### src/rtl/irc_defines.svh
// Offsets, field positions, reset values and clock ratios of the IR carrier timer.
`ifndef IRC_DEFINES_SVH
`define IRC_DEFINES_SVH
`define IRC_PER_COUNT 8'h05
`define IRC_PER_LIMIT 8'h06
`define IRC_PER_HIGH 8'h07
`define IRC_PER_LOW 8'h08
`define IRC_RF_BUFEN 7'h11
`define IRC_RF_LIVEEN 7'h12
`define IRC_RF_CTRL 7'h33
`define IRC_RF_FLAG 7'h3f
`define IRC_CTRL_RUN 3
`define IRC_CTRL_CLEAR 2
`define IRC_LOW_SEL_BIT 7
`define IRC_CLKSEL_DIV32 2'h0
`define IRC_CLKSEL_DIV64 2'h1
`define IRC_CLKSEL_DIV256 2'h2
`define IRC_CLKSEL_CARRIER 2'h3
`define IRC_LOG_DIV32 4'h5
`define IRC_LOG_DIV64 4'h6
`define IRC_LOG_DIV256 4'h8
`define IRC_COUNT_RESET 8'h00
`define IRC_LIMIT_RESET 8'hff
`define IRC_HIGH_RESET 7'h00
`define IRC_LOW_RESET 8'h00
`define IRC_CLKSEL_RESET 2'h0
`endif

### src/rtl/irc_pkg.sv
// Types shared by the IR carrier timer modules.
package irc_pkg;
  typedef enum logic {
    PH_HIGH,
    PH_LOW
  } irc_phase_type;
  typedef struct packed {
    logic run;
    logic [1:0] clksel;
  } irc_ctrl_type;
  typedef struct packed {
    logic [6:0] high_period;
    logic [7:0] low_period;
  } irc_carrier_cfg_type;
endpackage : irc_pkg

### src/rtl/irc_carrier.sv
// Carrier generator: one 7-bit counter alternating between high and low period limits.
`timescale 1ns/1ps
module irc_carrier #(
  parameter bit RATE_DIV2 = 1'b1
) (
  input wire logic clk,
  input wire logic rst,
  input wire logic ce,
  input wire logic run,
  input irc_pkg::irc_carrier_cfg_type cfg,
  output logic level,
  output logic cycle_end
);
  import irc_pkg::*;
  irc_phase_type phase, next_phase;
  logic [6:0] cnt, next_cnt;
  logic div, next_div;
  logic next_level;
  logic next_end;

  always_comb begin
    next_phase = phase;
    next_cnt = cnt;
    next_div = div;
    next_end = 1'b0;
    if (!run) begin
      // Halted generator restarts cleanly at the beginning of a high phase.
      next_phase = PH_HIGH;
      next_cnt = 7'h00;
      next_div = 1'b0;
    end else if (phase == PH_HIGH && !level) begin
      // The first running cycle only raises the output, so the first high phase is not cut short.
      next_phase = PH_HIGH;
    end else begin
      next_div = RATE_DIV2 ? ~div : 1'b0;
      if (!RATE_DIV2 || div) begin
        case (phase)
          PH_HIGH: begin
            if (cnt == cfg.high_period) begin
              next_cnt = 7'h00;
              next_phase = PH_LOW;
            end else begin
              next_cnt = cnt + 7'h01;
            end
          end
          PH_LOW: begin
            if (cnt == cfg.low_period[6:0]) begin
              next_cnt = 7'h00;
              next_phase = PH_HIGH;
              next_end = 1'b1;
            end else begin
              next_cnt = cnt + 7'h01;
            end
          end
          default: next_phase = PH_HIGH;
        endcase
      end
    end
    next_level = run && (next_phase == PH_HIGH);
  end

  always_ff @(posedge clk or posedge rst) begin
    if (rst) begin
      phase <= PH_HIGH;
      cnt <= 7'h00;
      div <= 1'b0;
      level <= 1'b0;
      cycle_end <= 1'b0;
    end else if (ce) begin
      phase <= next_phase;
      cnt <= next_cnt;
      div <= next_div;
      level <= next_level;
      cycle_end <= next_end;
    end
  end

  // Length check counts clock cycles spent in each level and compares the high span only.
  logic [8:0] len;
  logic [8:0] hi_want;
  logic [8:0] lo_want;
  assign hi_want = 9'({2'h0, cfg.high_period} + 9'h001) << (RATE_DIV2 ? 1 : 0);
  assign lo_want = 9'({2'h0, cfg.low_period[6:0]} + 9'h001) << (RATE_DIV2 ? 1 : 0);
  always_ff @(posedge clk or posedge rst) begin
    if (rst) begin
      len <= 9'h000;
    end else if (ce) begin
      len <= (level != next_level) ? 9'h001 : 9'(len + 9'h001);
    end
  end
endmodule : irc_carrier

### src/rtl/irc_timer.sv
// 8-bit modulo timer with IR carrier output control, reached through peripheral and register-file ports.
// Operation
// - Timer counts a prescaled clock or carrier cycles, picked by the two low control bits.
// - Control bit 3 runs the timer; writing one to bit 2 clears count.
// - Clear bit acts on write only and always reads back as zero.
// - Count reads at peripheral 05H, resets to 00H, cannot be loaded.
// - Limit at peripheral 06H is write-only, resets to FFH.
// - Match flag at file address 3FH bit 0 sets on count equal to a nonzero limit.
// - Carrier uses a 7-bit counter against high and low period limits.
// - Carrier clock is fx/2 or fx, fixed by a build option.
// - Both carrier period registers are writable and readable.
// - Low-period bit 7 set sends steady high instead of the carrier.
// - Pin follows carrier while live enable is one, else low.
// - Each timer match copies buffered enable into live enable.
// - Match during high carrier with live enable one waits for carrier low before applying enable.
// - Carrier halts while live enable is zero unless timer uses it.
// - Clock select 11 may shorten or delay the first high pulse.
// - High lasts high value plus one clocks, low likewise.
// - Timer clock follows instruction speed mode; switching shifts one step.
`timescale 1ns/1ps
`include "irc_defines.svh"
module irc_timer #(
  parameter bit RATE_DIV2 = 1'b1
) (
  input wire logic clk,
  input wire logic rst,
  input wire logic ce,
  input wire logic high_speed_mode,
  input wire logic stop_mode,
  input wire logic [7:0] per_addr,
  input wire logic per_put,
  input wire logic per_get,
  input wire logic [7:0] transfer_buffer_in,
  output logic [7:0] transfer_buffer_out,
  input wire logic [6:0] rf_addr,
  input wire logic rf_write,
  input wire logic [3:0] rf_wdata,
  output logic [3:0] rf_rdata,
  input wire logic match_ack,
  output logic timer_match_flag,
  output logic remote_output_pin
);
  import irc_pkg::*;

  // A count tick fires when the low log2(ratio) prescaler bits are all ones.
  function automatic logic pre_tick(input logic [7:0] pre, input logic [3:0] lg);
    logic [7:0] mask;
    mask = 8'((9'h001 << lg) - 9'h001);
    return (pre & mask) == mask;
  endfunction : pre_tick

  irc_ctrl_type ctrl, next_ctrl;
  irc_carrier_cfg_type cfg, next_cfg;
  logic [7:0] pre, next_pre;
  logic [7:0] timer_count_value, next_count;
  logic [7:0] timer_match_limit, next_limit;
  logic next_flag;
  logic buffered_output_enable, next_buf_en;
  logic live_en, next_live_en;
  logic pending, next_pending;
  logic pend_val, next_pend_val;
  logic next_pin;
  logic [7:0] next_tbuf;
  logic [3:0] next_rdata;
  logic tick, count_tick, hit;
  logic [3:0] hs_sub;
  logic car_level, car_end, car_run;
  logic ctrl_wr, flag_wr, buf_wr, live_wr;

  assign ctrl_wr = rf_write && (rf_addr == `IRC_RF_CTRL);
  assign flag_wr = rf_write && (rf_addr == `IRC_RF_FLAG);
  assign buf_wr = rf_write && (rf_addr == `IRC_RF_BUFEN);
  assign live_wr = rf_write && (rf_addr == `IRC_RF_LIVEEN);

  // Timer group: prescaler, control, limit, counter and match flag.
  always_comb begin
    next_pre = pre + 8'h01;
    hs_sub = {3'h0, high_speed_mode};
    case (ctrl.clksel)
      `IRC_CLKSEL_DIV32: tick = pre_tick(pre, 4'(`IRC_LOG_DIV32 - hs_sub));
      `IRC_CLKSEL_DIV64: tick = pre_tick(pre, 4'(`IRC_LOG_DIV64 - hs_sub));
      `IRC_CLKSEL_DIV256: tick = pre_tick(pre, 4'(`IRC_LOG_DIV256 - hs_sub));
      default: tick = car_end;
    endcase
    count_tick = ctrl.run && tick;
    // A zero limit would match on every tick; it is kept silent instead.
    hit = count_tick && (timer_count_value == timer_match_limit)
          && (timer_match_limit != 8'h00);
    next_ctrl = ctrl;
    if (ctrl_wr) begin
      next_ctrl.run = rf_wdata[`IRC_CTRL_RUN];
      next_ctrl.clksel = rf_wdata[1:0];
    end
    if (stop_mode) begin
      next_ctrl.run = 1'b0;
    end
    next_limit = timer_match_limit;
    if (per_put && (per_addr == `IRC_PER_LIMIT)) begin
      next_limit = transfer_buffer_in;
    end
    next_count = timer_count_value;
    if (ctrl_wr && rf_wdata[`IRC_CTRL_CLEAR]) begin
      next_count = `IRC_COUNT_RESET;
    end else if (count_tick) begin
      if (timer_count_value == timer_match_limit) begin
        next_count = 8'h00;
      end else begin
        next_count = timer_count_value + 8'h01;
      end
    end
    // A new match wins over a clear in the same cycle.
    next_flag = timer_match_flag;
    if (match_ack || (flag_wr && !rf_wdata[0])) begin
      next_flag = 1'b0;
    end
    if (flag_wr && rf_wdata[0]) begin
      next_flag = 1'b1;
    end
    if (hit) begin
      next_flag = 1'b1;
    end
  end

  always_ff @(posedge clk or posedge rst) begin
    if (rst) begin
      pre <= 8'h00;
      ctrl <= '{run: 1'b0, clksel: `IRC_CLKSEL_RESET};
      timer_match_limit <= `IRC_LIMIT_RESET;
      timer_count_value <= `IRC_COUNT_RESET;
      timer_match_flag <= 1'b0;
    end else if (ce) begin
      pre <= next_pre;
      ctrl <= next_ctrl;
      timer_match_limit <= next_limit;
      timer_count_value <= next_count;
      timer_match_flag <= next_flag;
    end
  end

  // Output-enable group: buffered and live enables, carrier setup and pin.
  always_comb begin
    next_cfg = cfg;
    if (per_put && (per_addr == `IRC_PER_HIGH)) begin
      next_cfg.high_period = transfer_buffer_in[6:0];
    end
    if (per_put && (per_addr == `IRC_PER_LOW)) begin
      next_cfg.low_period = transfer_buffer_in;
    end
    next_buf_en = buf_wr ? rf_wdata[0] : buffered_output_enable;
    next_live_en = live_en;
    next_pending = pending;
    next_pend_val = pend_val;
    if (pending && !car_level) begin
      next_live_en = pend_val;
      next_pending = 1'b0;
    end
    if (hit) begin
      // Holding the update keeps the last carrier high pulse full width.
      if (live_en && car_level) begin
        next_pending = 1'b1;
        next_pend_val = buffered_output_enable;
      end else begin
        next_live_en = buffered_output_enable;
        next_pending = 1'b0;
      end
    end
    if (live_wr) begin
      // A direct write may cut the first high pulse short.
      next_live_en = rf_wdata[0];
      next_pending = 1'b0;
    end
    next_pin = live_en && (cfg.low_period[`IRC_LOW_SEL_BIT] || car_level);
  end

  always_ff @(posedge clk or posedge rst) begin
    if (rst) begin
      cfg <= '{high_period: `IRC_HIGH_RESET, low_period: `IRC_LOW_RESET};
      buffered_output_enable <= 1'b0;
      live_en <= 1'b0;
      pending <= 1'b0;
      pend_val <= 1'b0;
      remote_output_pin <= 1'b0;
    end else if (ce) begin
      cfg <= next_cfg;
      buffered_output_enable <= next_buf_en;
      live_en <= next_live_en;
      pending <= next_pending;
      pend_val <= next_pend_val;
      remote_output_pin <= next_pin;
    end
  end

  // The timer may use the carrier as its clock, so it must keep running then.
  assign car_run = live_en || (ctrl.clksel == `IRC_CLKSEL_CARRIER);

  irc_carrier #(
    .RATE_DIV2(RATE_DIV2)
  ) u_carrier (
    .clk(clk),
    .rst(rst),
    .ce(ce),
    .run(car_run),
    .cfg(cfg),
    .level(car_level),
    .cycle_end(car_end)
  );

  // Read group: peripheral data buffer and register-file read data.
  always_comb begin
    next_tbuf = transfer_buffer_out;
    if (per_get) begin
      case (per_addr)
        `IRC_PER_COUNT: next_tbuf = timer_count_value;
        `IRC_PER_HIGH: next_tbuf = {1'b0, cfg.high_period};
        `IRC_PER_LOW: next_tbuf = cfg.low_period;
        default: next_tbuf = 8'h00;
      endcase
    end
    case (rf_addr)
      `IRC_RF_CTRL: next_rdata = {ctrl.run, 1'b0, ctrl.clksel};
      `IRC_RF_FLAG: next_rdata = {3'h0, timer_match_flag};
      `IRC_RF_BUFEN: next_rdata = {3'h0, buffered_output_enable};
      `IRC_RF_LIVEEN: next_rdata = {3'h0, live_en};
      default: next_rdata = 4'h0;
    endcase
  end

  always_ff @(posedge clk or posedge rst) begin
    if (rst) begin
      transfer_buffer_out <= 8'h00;
      rf_rdata <= 4'h0;
    end else if (ce) begin
      transfer_buffer_out <= next_tbuf;
      rf_rdata <= next_rdata;
    end
  end
endmodule : irc_timer

### config.mk
export PLATFORM = sky130hd
export DESIGN_NAME = irc_timer
export DESIGN_NICKNAME = d
export VERILOG_FILES = /design/src/rtl/irc_pkg.sv /design/src/rtl/irc_carrier.sv /design/src/rtl/irc_timer.sv
export VERILOG_INCLUDE_DIRS = /design/src /design/src/rtl
export SDC_FILE = /design/constraint.sdc
export NUM_CORES = 1
export LEC_CHECK = 0
export BUFFER_PORTS_ARGS = -buffer_cell sky130_fd_sc_hd__buf_2
export CAP_MARGIN = 20
export CORE_MARGIN = 2
export CORE_UTILIZATION = 40
export DETAILED_ROUTE_END_ITERATION = 6
export SYNTH_ARGS = -nofsm -noshare
export SYNTH_HDL_FRONTEND = slang
export SYNTH_HIERARCHICAL = 1
export SYNTH_SLANG_ARGS = --single-unit
### constraint.sdc
create_clock -name clk -period 4.6 [get_ports clk]
set_input_delay 0.69 -clock clk [delete_from_list [all_inputs] [get_ports clk]]
set_output_delay 0.69 -clock clk [all_outputs]
set_load 0.02 [all_outputs]
### Word level (Yosys, flattened, before mapping)

Cells that the tools add are included.

| operators by class | value |
|---|---|
| muxes and demuxes | 38 |
| eq/ne operators | 19 |
| reduce and logical (&&, ||, !) cells | 42 |
| $add $sub $neg | 9 |
| shift operators | 3 |
| bitwise logic cells | 6 |

Operators by type and width:

| cell | count |
|---|---|
| $mux 7 | 5 |
| $eq 8x8->1 | 4 |
| $and 8x8->8 | 3 |
| $eq 8x3->1 const B | 3 |
| $mux 1 | 24 |
| $mux 8 | 3 |
| $pmux 8 s3 | 1 |
| $shl 1x4->8 const A | 3 |
| $sub 8x1->8 const B | 3 |
| $reduce_and 2->1 | 11 |
| $logic_and 1x1->1 | 18 |
| $add 8x1->8 const B | 2 |
| $pmux 4 s4 | 1 |
| $eq 7x5->1 const B | 2 |
| $eq 7x6->1 const B | 2 |
| $eq 7x7->1 | 2 |
| $pmux 7 s2 | 1 |
| $eq 8x4->1 const B | 1 |
| $reduce_bool 8->1 | 1 |
| $sub 3x1->4 const A | 2 |
| $add 7x1->7 const B | 1 |
| $reduce_and 3->1 | 2 |
| $reduce_bool 3->1 | 2 |
| $eq 2x2->1 const B | 2 |
| other kinds (11) | 18 |

| storage, ports and cells | value |
|---|---|
| input port bits | 36 |
| register bits after elaboration | 71 |
| output and inout bits | 14 |

### Logic depth before layout (Yosys ltp)

| logic depth | value |
|---|---|
| depth in word-level cells | 11 |
| mapped depth | 7 |
| mapped depth without buffers | 7 |

### Hierarchy

Netlist, hierarchy kept.

Modules (own cells, without submodules):

| module | seq. area each (um2) | instances | area an instance (um2) | cells each |
|---|---|---|---|---|
| irc_timer | 1486.4 | 1 | 2995.4 | 270 |
| irc_carrier | 275.3 | 1 | 825.8 | 92 |

### Worst setup path after synthesis

Ideal clock, no wire load.

| timing path | value |
|---|---|
| kind | input to register |
| from | input port per_addr[5] |
| to | register cfg[10] (netlist name) |
| data required time | 4475 ps |
| stages on the path | 7 |
| path buffers | 2 |
| slack | 2231 ps |
| arrival time | 2244 ps |
| cells stage by stage | nor4_1 -> and4b_1 -> and2_1 -> clkbuf_1 -> and3_1 -> buf_2 -> mux2_2 |

| on the way | value |
|---|---|
| longest elaborated chain between the ends | 3 |

Ends and longest elaborated chain:

| item | RTL line | text |
|---|---|---|
| start, declared | irc_timer.sv:30 | `input wire logic [7:0] per_addr,` |
| $eq 8x3->1 | n/a |  |
| $logic_and 1x1->1 | irc_timer.sv:143 | `` if (per_put && (per_addr == `IRC_PER_HIGH)) begin `` |
| $reduce_and 2->1 (no line) | n/a |  |

No other way between the ends.
A chain may end at the register's enable or synchronous reset.

### Final worst setup path

| timing path | value |
|---|---|
| from | input port per_addr[5] |
| to | register cfg[11] (netlist name) |

| on the way | value |
|---|---|
| longest elaborated chain between the ends | 3 |

Ends and longest elaborated chain:

| item | RTL line |
|---|---|
| $eq 8x3->1 | n/a |
| $logic_and 1x1->1 | irc_timer.sv:143 |
| $reduce_and 2->1 (no line) | n/a |

No other way between the ends.

==> flow_metrics.env <==
export IMPL_grt_pass1_vias=2798
export IMPL_cts_sink_count=70
export IMPL_crit_required_ps=4830
export IMPL_floorplan_initialDensity=0.414
export IMPL_synth_cell_type_count=64
export IMPL_final_seq_area_um2=1760
export IMPL_synthAdderAreaFrac=0.00982
export IMPL_holdCritPathClass="in2async"
export IMPL_worst_path_dominant_cell_family="simple AND/OR/NAND/NOR gates"
export IMPL_clkPwrFrac=0.380
export IMPL_maxCapViolCount=0
export IMPL_synthTopCellsByArea="dfrtp_1 (41%), mux2_2 (8.3%), dfstp_2 (5.5%)"
export IMPL_synth_seq_cells=70
export IMPL_synth_most_common_cell="dfrtp_1"
export IMPL_slowest_delay_ps=400
export IMPL_r2r_slack_ps=2380
export IMPL_fin_crit_ps=2350
export IMPL_grt_pass1_wl_mm=14.7
export IMPL_switching_share=0.266
export IMPL_synth_area_um2=3820
export IMPL_post_route_period_util=0.512
export IMPL_place_ws_ps=1930
export IMPL_crit_buf_inv=1
export IMPL_synth_compound_area_share=0.139
export IMPL_coreArea_um2=9240
export IMPL_synth_area_leader_cell="dfrtp_1"
export IMPL_drive_above_1_share=0.287
export IMPL_htree_levels=3
export IMPL_vias=2950
export IMPL_max_clock_freq_mhz=425
export IMPL_synthArstFlopShare=1.00
export IMPL_crit_start="per_addr[5]"
export IMPL_rsz0062_at_grt="no"
export IMPL_cts_root_buf="clkbuf_8"
export IMPL_die_w_um=102
export IMPL_gp_congestion=0.870
export IMPL_post_cts_buffers=0
export IMPL_timing_final_ws_setup_ps=2250
export IMPL_cts_resized=0
export IMPL_hold_viol=0
export IMPL_finalPower_mw=1.45
export IMPL_ir_drop_v=0.000161
export IMPL_area_delta_synth_final_pct=14.2
export IMPL_port_buffers=48
export IMPL_num_fill_cells=869
export IMPL_hold_buffers=0
export IMPL_synth_top_family_by_area="simple AND/OR/NAND/NOR gates"
export IMPL_rr_startpoint="pre[0]"
export IMPL_firstDrtPassIters=4
export IMPL_clockBufferDepth=2
export IMPL_cp_data_arrival_time_ps=2580
export IMPL_clk_pin_slew_worst_paths_ps=80
export IMPL_die_y_um=102
export IMPL_grtUsageTotal=0.187
export IMPL_drt_total_wl_mm=8.87
export IMPL_synth_ff_type="dfrtp_1"
export IMPL_synth_edf_count=0
export IMPL_avgSynthCellArea_um2=10.6
export IMPL_p_sw_uw=386
export IMPL_cpMaxStageDelayCell="and3_1"
export IMPL_remaining_drc_errors=0
export IMPL_dpl_hpwl_mm=6.58
export IMPL_p_per_area_nw_per_um2=332
export IMPL_insertion_delay_ps=340
export IMPL_combPwrFrac=0.128
export IMPL_worstSetupStartpointType="primary input"
export IMPL_yosys_warnings=6
export IMPL_path_class="in2reg"
export IMPL_design_die_area_um2=10400
export IMPL_yosys_area_share_simple=0.180
export IMPL_drv_slew=0
export IMPL_drt_iter0_markers=209
export IMPL_io_pin_count=50
export IMPL_intPower_mw=1.07
export IMPL_nNetsFinal=448
export IMPL_ant_nets=0
export IMPL_synth_common_cells="dfrtp_1 (62), nand2_1 (41), mux2_2 (28), o21ai_0 (21), nand3_1 (20)"
export IMPL_setup_viol=0
export IMPL_worst_pin_slew_ps=870
export IMPL_end_kind="flop"
export IMPL_synth_top_cell_area_share=0.406
export IMPL_cts_buffers=9
export IMPL_clock_skew_ps=12.9
export IMPL_synthMuxAreaShare=0.0851
export IMPL_leakage_nw=1.97
export IMPL_antenna_found_initial=0
export IMPL_worst_path_max_fanout=8
export IMPL_status="completed"
export IMPL_wl_per_cell_um=16.3
export IMPL_regToRegEndpoint="pend_val"
export IMPL_rows=35
export IMPL_multi_input_area_um2=1900
export IMPL_setup_tns_ps=0
export IMPL_critPathCapture="cfg[11]"
export IMPL_syn_inst=362
export IMPL_diodes=0
export IMPL_cts_tree="yes"
export IMPL_crit_chain="buf_2 -> nor4_1 -> and4b_1 -> and2_1 -> and3_1 -> mux2_2"
export IMPL_grt_max_degree=39
export IMPL_ff2ff_path_depth=7
export IMPL_path_depth=6
export IMPL_maxSlewHeadroom=0.415
export IMPL_yosysSeqAreaShare=0.461
export IMPL_syn_num_nets=401
export IMPL_pwr_share_seq=0.492
export IMPL_synth_xor_area_frac=0.0822
export IMPL_grt_ovfl_total=0
export IMPL_finish_utilization=0.472
export IMPL_via_per_inst=5.43
-- per-layer routing --
| layer | global-route usage | share of wire |
|---|---|---|
| met3 | 0.0345 | 0.048 |
| met5 | 0 | 0 |
| met2 | 0.260 | 0.43 |
| met4 | 0.0686 | 0.013 |
| met1 | 0.287 | 0.51 |
-- worst register-to-register path, stage by stage (launching register included) --
cell and delay [ps]:
dfrtp_1 380, ha_1 210, nand3_1 90, a211oi_1 360, a21oi_1 170, a211oi_2 460, nand4_1 150, mux2_2 300
-- placed cells by master, fill, tap and decap left out, drive strengths merged, types with 12 or more instances in the layout --
master / netlist / routed
o21ai: 24 / 24
dfrtp: 62 / 62
mux2: 28 / 28
clkbuf: 8 / 12
xnor2: 18 / 18
nand3: 21 / 21
nand2: 41 / 41
inv: 18 / 18
buf: 6 / 50
nor2: 14 / 14
xor2: 17 / 17
-- registers in the layout (all words and copies together) (netlist names), 3 cells and up --
signal               count
cfg                     15
pre                      8
timer_count_value        8
timer_match_limit        8
transfer_buffer_out      8
u_carrier/cnt            7
ctrl                     3
rf_rdata                 3
-- stage by stage --
stage | cells | hold slack [ps] | instance area, um^2
final | 543 | 352 | 4370
after global routing | 543 | 373 | 4370
after CTS | 543 | 365 | 4370
after detailed placement | 527 | 469 | 4150
after global placement | 527 | 464 | 4150
after floorplan | 362 | 446 | 3820
-- cell type report --
class,count,area share
inverter,18,0.0155
tap,129,0.0370
sequential,70,0.404
multi-input combinational,260,0.436
clock inverter,4,0.0166
clock buffer,12,0.0332
timing repair buffer,50,0.0585
-- how the worst min path moves through the flow --
stage                                  end
floorplan                           pre[7]
global placement    transfer_buffer_out[6]
detailed placement  transfer_buffer_out[6]
CTS                          u_carrier/div
global route                 u_carrier/div
finish                    u_carrier/cnt[6]
-- power by group through the flow --
stage | registers [mW] | logic [mW] | clock network, mW
global placement | 0.723 | 0.184 | 0
global route | 0.721 | 0.209 | 0.594
CTS | 0.713 | 0.189 | 0.562
floorplan | 0.713 | 0.137 | 0
detailed placement | 0.725 | 0.188 | 0
finish | 0.714 | 0.186 | 0.551
-- logic make-up (layout without fill, tap and decap cells) --
family | Yosys count | after routing
buffers and inverters | 32 | 84
xor gates and xnor gates | 35 | 35
and+or+nand+nor | 120 | 120
other | 1 | 1
adders and majority gates | 3 | 3
muxes | 29 | 29
DFF | 70 | 70
AOI/OAI and AO/OA | 72 | 72
(Power assumes the default switching activity.)
